<file path="src/hw/hvm_pkg.sv">
// Operation
// After reset measurement is off, switch open, pins keep normal function.
// Enable set closes switch only in Normal mode; configuration kept otherwise.
// While enabled, pin pull currents off and pin inputs gated from logic.
// While enabled, pull, second wake control and pin config ignored but writable. The code drops pin config writes that change it.
// While enabled, wake status and level status not updated from the pins.
// Sleep command with only sense or pin wake enabled: fault flag, Restart.
// While enabled, no fail output, fail test, general pin, or pin wake.
// Changing general pin configuration while enabled sets the fault flag.
// Enable refused with fault flag unless general pin configured Off first.
// Fail-Safe entry keeps enable setting but opens the switch.
// Sense wake enable stays writable but has no effect while enabled.
// Switch control follows enable and mode, recloses on Normal re-entry.
package hvm_pkg;

    localparam int unsigned PIN_CFG_W = 3;
    localparam int unsigned PULL_W = 2;
    localparam logic [PIN_CFG_W-1:0] PIN_CFG_OFF = 3'h0;
    localparam logic [PIN_CFG_W-1:0] PIN_CFG_FAIL = 3'h1;
    localparam logic [PIN_CFG_W-1:0] PIN_CFG_WAKE = 3'h2;
    localparam logic [PIN_CFG_W-1:0] PIN_CFG_RST = PIN_CFG_FAIL;
    localparam logic [PULL_W-1:0] PULL_RST = 2'h0;

    typedef enum logic [2:0]
    {
        HVM_NORMAL = 3'h1,
        HVM_SLEEP = 3'h2,
        HVM_OTHER = 3'h4
    } hvm_mode_type;

    typedef enum logic [2:0]
    {
        HVM_OFF = 3'h1,
        HVM_ARMED = 3'h2,
        HVM_ROUTED = 3'h4
    } hvm_state_type;

    // One register write from the host side
    typedef struct packed {
        logic meas_wr;
        logic meas_val;
        logic pin_cfg_wr;
        logic [PIN_CFG_W-1:0] pin_cfg_val;
        logic pull_wr;
        logic [PULL_W-1:0] pull_val;
        logic wake_ctl2_wr;
        logic wake_ctl2_val;
        logic sense_wake_wr;
        logic sense_wake_val;
    } hvm_write_type;

    // Pin-side effects seen by the rest of the chip
    typedef struct packed {
        logic switch_close;
        logic pull_enable;
        logic [PULL_W-1:0] pull_sel;
        logic sense_to_logic;
        logic pin_to_logic;
        logic fail_out_en;
        logic gpio_en;
        logic wake_detect_en;
        logic status_update_en;
    } hvm_pin_ctl_type;

endpackage

</file>
<file path="src/hw/hvm_route_ctrl.sv">
`timescale 1ns/10ps
module hvm_route_ctrl (
    // Clock and reset
    input wire logic clk,
    input wire logic sys_rst,
    // Register writes and mode
    input wire hvm_pkg::hvm_write_type wr,
    input wire hvm_pkg::hvm_mode_type mode,
    input wire logic sleep_cmd,
    input wire logic timer_wake_en,
    input wire logic can_wake_en,
    // Raw pin levels
    input wire logic sense_pin,
    input wire logic gen_pin,
    // Status and control out
    output hvm_pkg::hvm_pin_ctl_type pin_ctl,
    output logic measure_enable_bit,
    output logic [hvm_pkg::PIN_CFG_W-1:0] pin_cfg,
    output logic [hvm_pkg::PULL_W-1:0] wake_pull_config,
    output logic wake_control_second,
    output logic wake_input_enable,
    output logic cmd_fault,
    output logic sleep_to_restart,
    output logic sleep_go,
    output logic sense_level,
    output logic gen_level,
    output hvm_pkg::hvm_state_type state
);

    logic meas_q;
    logic meas_d;
    logic [hvm_pkg::PIN_CFG_W-1:0] cfg_q;
    logic [hvm_pkg::PIN_CFG_W-1:0] cfg_d;
    logic [hvm_pkg::PULL_W-1:0] pull_q;
    logic ctl2_q;
    logic wken_q;
    logic fault_q;
    logic fault_d;
    logic restart_q;
    logic sleep_q;
    logic sense_lvl_q;
    logic gen_lvl_q;
    logic [1:0] pins_sync;
    hvm_pkg::hvm_state_type state_q;
    hvm_pkg::hvm_state_type state_d;
    hvm_pkg::hvm_pin_ctl_type ctl_q;
    hvm_pkg::hvm_pin_ctl_type ctl_d;

    // Pins come from outside the clock domain
    hvm_sync #(
        .WIDTH(2)
    ) u_sync (
        .clk(clk),
        .sys_rst(sys_rst),
        .din({sense_pin, gen_pin}),
        .dout(pins_sync)
    );

    wire in_normal = (mode == hvm_pkg::HVM_NORMAL);
    wire cfg_is_off = (cfg_q == hvm_pkg::PIN_CFG_OFF);
    wire gen_is_wake = (cfg_q == hvm_pkg::PIN_CFG_WAKE);
    wire meas_set_try = wr.meas_wr && wr.meas_val && !meas_q;
    wire meas_refused = meas_set_try && !cfg_is_off;
    wire cfg_change_bad = meas_q && wr.pin_cfg_wr && (wr.pin_cfg_val != cfg_q);
    // Any other wake source keeps Sleep legal
    wire other_wake = timer_wake_en || can_wake_en;
    wire pin_wake_only = (wken_q || gen_is_wake) && !other_wake;
    wire sleep_bad = meas_q && sleep_cmd && pin_wake_only;
    wire pins_live = !meas_q;

    always_comb
    begin
        meas_d = meas_q;
        if (wr.meas_wr && !meas_refused)
            meas_d = wr.meas_val;
        cfg_d = cfg_q;
        // Rejected changes are dropped too, so the pin keeps its configuration under measurement
        if (wr.pin_cfg_wr && !cfg_change_bad)
            cfg_d = wr.pin_cfg_val;
        fault_d = fault_q || meas_refused || cfg_change_bad || sleep_bad;
    end

    always_comb
    begin
        case (state_q)
            hvm_pkg::HVM_OFF: state_d = meas_q ? hvm_pkg::HVM_ARMED : hvm_pkg::HVM_OFF;
            hvm_pkg::HVM_ARMED,
            hvm_pkg::HVM_ROUTED:
            begin
                if (!meas_q)
                    state_d = hvm_pkg::HVM_OFF;
                else if (in_normal)
                    state_d = hvm_pkg::HVM_ROUTED;
                else
                    state_d = hvm_pkg::HVM_ARMED;
            end
            default: state_d = hvm_pkg::HVM_OFF;
        endcase
    end

    always_comb
    begin
        ctl_d.switch_close = meas_q && in_normal;
        ctl_d.pull_enable = pins_live;
        ctl_d.pull_sel = pins_live ? pull_q : hvm_pkg::PULL_RST;
        ctl_d.sense_to_logic = pins_live;
        ctl_d.pin_to_logic = pins_live;
        ctl_d.fail_out_en = pins_live && (cfg_q == hvm_pkg::PIN_CFG_FAIL);
        ctl_d.gpio_en = pins_live && !cfg_is_off;
        ctl_d.wake_detect_en = pins_live && (wken_q || ctl2_q);
        ctl_d.status_update_en = pins_live;
    end

    always_ff @(posedge clk or posedge sys_rst)
    begin
        if (sys_rst)
        begin
            meas_q <= 1'b0;
            cfg_q <= hvm_pkg::PIN_CFG_RST;
            pull_q <= hvm_pkg::PULL_RST;
            ctl2_q <= 1'b0;
            wken_q <= 1'b0;
            fault_q <= 1'b0;
            state_q <= hvm_pkg::HVM_OFF;
        end
        else
        begin
            meas_q <= meas_d;
            cfg_q <= cfg_d;
            if (wr.pull_wr)
                pull_q <= wr.pull_val;
            if (wr.wake_ctl2_wr)
                ctl2_q <= wr.wake_ctl2_val;
            if (wr.sense_wake_wr)
                wken_q <= wr.sense_wake_val;
            fault_q <= fault_d;
            state_q <= state_d;
        end
    end

    always_ff @(posedge clk or posedge sys_rst)
    begin
        if (sys_rst)
        begin
            ctl_q <= '0;
            restart_q <= 1'b0;
            sleep_q <= 1'b0;
            sense_lvl_q <= 1'b0;
            gen_lvl_q <= 1'b0;
        end
        else
        begin
            ctl_q <= ctl_d;
            restart_q <= sleep_bad;
            sleep_q <= sleep_cmd && !sleep_bad;
            // Levels freeze while the pins are gated
            if (pins_live)
            begin
                sense_lvl_q <= pins_sync[1];
                gen_lvl_q <= pins_sync[0];
            end
        end
    end

    assign pin_ctl = ctl_q;
    assign measure_enable_bit = meas_q;
    assign pin_cfg = cfg_q;
    assign wake_pull_config = pull_q;
    assign wake_control_second = ctl2_q;
    assign wake_input_enable = wken_q;
    assign cmd_fault = fault_q;
    assign sleep_to_restart = restart_q;
    assign sleep_go = sleep_q;
    assign sense_level = sense_lvl_q;
    assign gen_level = gen_lvl_q;
    assign state = state_q;

endmodule

</file>
<file path="src/hw/hvm_sync.sv">
`timescale 1ns/10ps
module hvm_sync #(
    parameter int unsigned WIDTH = 2
)
(
    // Clock and reset
    input wire logic clk,
    input wire logic sys_rst,
    // Data
    input wire logic [WIDTH-1:0] din,
    output logic [WIDTH-1:0] dout
);

    logic [WIDTH-1:0] meta_q;
    logic [WIDTH-1:0] sync_q;

    initial
    begin
        if (WIDTH < 1)
            $error("hvm_sync width must be at least one");
    end

    always_ff @(posedge clk or posedge sys_rst)
    begin
        if (sys_rst)
        begin
            meta_q <= '0;
            sync_q <= '0;
        end
        else
        begin
            meta_q <= din;
            sync_q <= meta_q;
        end
    end

    assign dout = sync_q;

endmodule

</file>
<file path="config.mk">
export PLATFORM = sky130hd
export DESIGN_NAME = hvm_route_ctrl
export DESIGN_NICKNAME = d
export VERILOG_FILES = /design/src/hw/hvm_pkg.sv /design/src/hw/hvm_route_ctrl.sv /design/src/hw/hvm_sync.sv
export SDC_FILE = /design/constraint.sdc
export NUM_CORES = 1
export LEC_CHECK = 0
export BUFFER_PORTS_ARGS = -buffer_cell sky130_fd_sc_hd__buf_2
export CAP_MARGIN = 20
export CORE_MARGIN = 4
export CORE_UTILIZATION = 42
export CTS_BUF_LIST = sky130_fd_sc_hd__clkbuf_4
export DETAILED_ROUTE_END_ITERATION = 7
export PLACE_DENSITY = 0.77
export REMOVE_ABC_BUFFERS = 1
export SLEW_MARGIN = 20
export SYNTH_ARGS = -nofsm -noshare
export SYNTH_HDL_FRONTEND = slang
export SYNTH_SLANG_ARGS = --single-unit
</file>
<file path="constraint.sdc">
create_clock -name clk -period 1 [get_ports clk]
set_input_delay 0.05 -clock clk [delete_from_list [all_inputs] [get_ports clk]]
set_output_delay 0.05 -clock clk [all_outputs]
set_load 0.005 [all_outputs]
</file>
==> impl_metrics.yaml <==
yosys:
  netlist_area_mm2: 0.00102
  synth_top_area_share_pct: 61.3
  syn_area_per_cell_um2: 13.8
  ys_types: 22
  ys_seq_area_share_pct: 66.5
  yosys_warnings: 0
  synth.area.top_cells: "dfrtp_1, mux2_2, dfstp_2, xor2_1, buf_4"
  synth-seq-cells: 27
  synthCells: 74
  synth_top_area_cell: "dfrtp_1"
sta:
  rsz0062_at_grt: "yes"
  max_slew_margin_pct: 77.5
  fin_crit_sh_pct: 119
  min_period_ns: 1.19
  setup_viol: 17
  final.setup_skew_ns: 0.00490
  fmax_mhz: 840
  hold_viol_final: 0
  worstMarginPinSlew_ns: 0.338
  slew_viol_final: 0
  layout_setup_ws_ns: -0.190
detailed_routing:
  dr.pass1.iters: 4
  vias_per_cell: 4.71
  drtIter0Drc: 22
  vias: 834
  wl_per_cell_um: 14.6
  drtAntennaViolNets: 0
  drc: 0
  wirelength_um: 2580
grt:
  grt_use_total_pct: 16.5
  grt_max_degree: 28
  grt_pass1_wl_um: 4050
  grt_pass1_vias: 882
  antenna_found_initial: 0
  grt-ovfl-total: 0
power_and_ir_drop:
  peakVddDrop_uv: 1160
  p_seq_share_pct: 57.7
  power_w: 0.00216
  p_leak_nw: 0.788
  clkPwrFrac_pct: 21.7
  p_switching_w: 0.000548
  swShare_pct: 25.4
  p_int_w: 0.00161
  power_density_mw_per_mm2: 1320
  combPwrFrac_pct: 20.6
finish:
  diodes: 0
  fin_nets: 173
  finish.utilization_pct: 72.3
  nFillCells: 169
  final_common_cell: "buf_2"
  instances_no_fill: 177
  multiInputGateArea_um2: 348
  final_cell_mix: "buf_2, dfrtp_1, dlygate4sd3_1"
  syn_to_final_growth_pct: 59.9
  drive_gt1_share_pct: 53.7
  register_area_um2: 681
  final_area_mm2: 0.00163
die:
  dieArea_mm2: 0.00328
  die_w_um: 57.3
  ios: 49
  rows: 17
  core_mm2: 0.00225
  die_y_um: 57.3
  start_util_pct: 45.2
placed_design:
  dp.cells: 152
  place.port_buffers: 48
  gp_congestion: 0.821
  dp_hpwl_um: 1680
  place_area_mm2: 0.00131
worst_setup_path:
  regToRegEndpoint: "cmd_fault$_DFF_PP0_"
  critical_path_arrival_ns: 1.14
  cp.required_ns: 0.95
  crit_path_max_fanout: 5
  worstSetupPathType: "reg -> out"
  r2r_start: "pin_cfg[0]$_DFFE_PP1P_"
  crit_path_start_kind: "register"
  reg2regPathDepth: 3
  rrSetupSlack_ns: -0.19
  end_kind: "output pin"
status:
  status: "finished with violations"
  failed_checks: "negative setup slack"
clocking:
  cts_tree: "done"
  clk_pin_slew_ns: 0.14
  clock-sinks: 27
  clockRootBuffer: "clkbuf_4"
  clockBufferDepth: 2
  cts_max_level: 1
  insertion_delay_ns: 0.32
  cts_buffers: 3
min_path:
  holdPathStages: 3
  min_from: "mode[1]"
  hold_class: "in -> reg"
  holdPathEnd: "state[1]$_DFF_PP0_"
flow_run:
  drv_cap: 0
[sequential cells by signal, summed over array words and instances (netlist names), 2 cells and up]
signal and cells:
state 3, u_sync.meta_q 2, u_sync.dout 2, pin_ctl 7, wake_pull_config 2, pin_cfg 3
[cell type report]
| type | instances | area share [%] |
|---|---|---|
| Clock buffer | 3 | 1.38 |
| Clock inverter | 1 | 0.307 |
| Inverter | 3 | 0.691 |
| Multi-Input combinational cell | 40 | 21.3 |
| Sequential cell | 27 | 41.7 |
| Tap cell | 28 | 2.15 |
| Timing Repair Buffer | 75 | 32.4 |
[metrics by stage]
step | TNS (ns) | hold slack (ns) | setup slack (ns)
2_1_floorplan | -0.867 | 0.0814 | -0.216
3_3_place_gp | -0.504 | 0.111 | -0.105
3_5_place_dp | -0.628 | 0.123 | -0.148
4_1_cts | -1.21 | 0.00242 | -0.177
5_1_grt | -2.19 | 0.0206 | -0.268
6_report | -1.23 | 0.00582 | -0.190
[metal layers]
| layer | wire length (µm) | vias up | part of all wire [%] | global-route usage (%) |
|---|---|---|---|---|
| li1 | - | 397 | - | - |
| met1 | 984 | 393 | 38 | 18.6 |
| met2 | 1360 | 36 | 53 | 29.2 |
| met3 | 149 | 8 | 5.8 | 3.17 |
| met4 | 83 | 0 | 3.2 | 8.61 |
| met5 | 0 | - | 0 | 0 |
[worst max-delay path, stage by stage, from the launching register on]
cell and delay, ns:
dfstp_2 0.62, buf_6 0.12, buf_6 0.08
[power by group through the flow]
stage / logic, W / clock network, W / registers (W)
after global routing: 0.000480 / 0.000525 / 0.00126
final: 0.000444 / 0.000468 / 0.00125
after detailed placement: 0.000314 / 0 / 0.00125
after CTS: 0.000422 / 0.000481 / 0.00124
after global placement: 0.000305 / 0 / 0.00125
after floorplan: 0.000113 / 0 / 0.00127
[cell usage after synthesis, drive strengths merged]
| master | number |
|---|---|
| nand2b | 1 |
| o2111ai | 1 |
| nand4b | 1 |
| dfrtp | 25 |
| o311ai | 1 |
| xnor2 | 1 |
| nor2b | 3 |
| dfstp | 2 |
| inv | 3 |
| and2 | 2 |
| nor3b | 3 |
| o21ai | 1 |
| or3 | 1 |
| a21oi | 2 |
| nor4b | 1 |
| nor2 | 5 |
| buf | 4 |
| nor3 | 1 |
| xor2 | 4 |
| mux2 | 9 |
| o211ai | 1 |
| nand2 | 2 |
[worst max path at each step]
stage,slack [ns],cells after the start,startpoint,to
6_report,-0.19,2,pin_cfg[0]$_DFFE_PP1P_,pin_cfg[0]
5_1_grt,-0.27,3,pin_cfg[0]$_DFFE_PP1P_,cmd_fault$_DFF_PP0_
4_1_cts,-0.18,2,pin_cfg[0]$_DFFE_PP1P_,pin_cfg[0]
3_5_place_dp,-0.15,3,pin_cfg[2]$_DFFE_PP0P_,cmd_fault$_DFF_PP0_
3_3_place_gp,-0.11,3,pin_cfg[2]$_DFFE_PP0P_,sleep_go$_DFF_PP0_
2_1_floorplan,-0.22,2,measure_enable_bit$_DFFE_PP0P_,pin_cfg[1]$_DFFE_PP0P_
[cells by family (layout without fill, tap and decap cells)]
logic type / count (synthesis) / after routing / synth area share [%]
AO/OA/AOI/OAI: 6 / 6 / 3.93
XOR/XNOR: 5 / 5 / 4.29
buffers and inverters: 7 / 82 / 4.05
flip-flops: 27 / 27 / 66.5
multiplexers: 9 / 9 / 9.94
AND/OR/NAND/NOR: 20 / 20 / 11.3
[repair_timing]
action                                 CTS  global route
setup endpoints to repair               15            21
endpoints found under the hold margin   36             1
pin swaps                                0             2
buffers inserted                         2             1
resized for setup                       17             4
hold buffers                            16             2
Note: power is estimated with default switching activity, not from simulation.
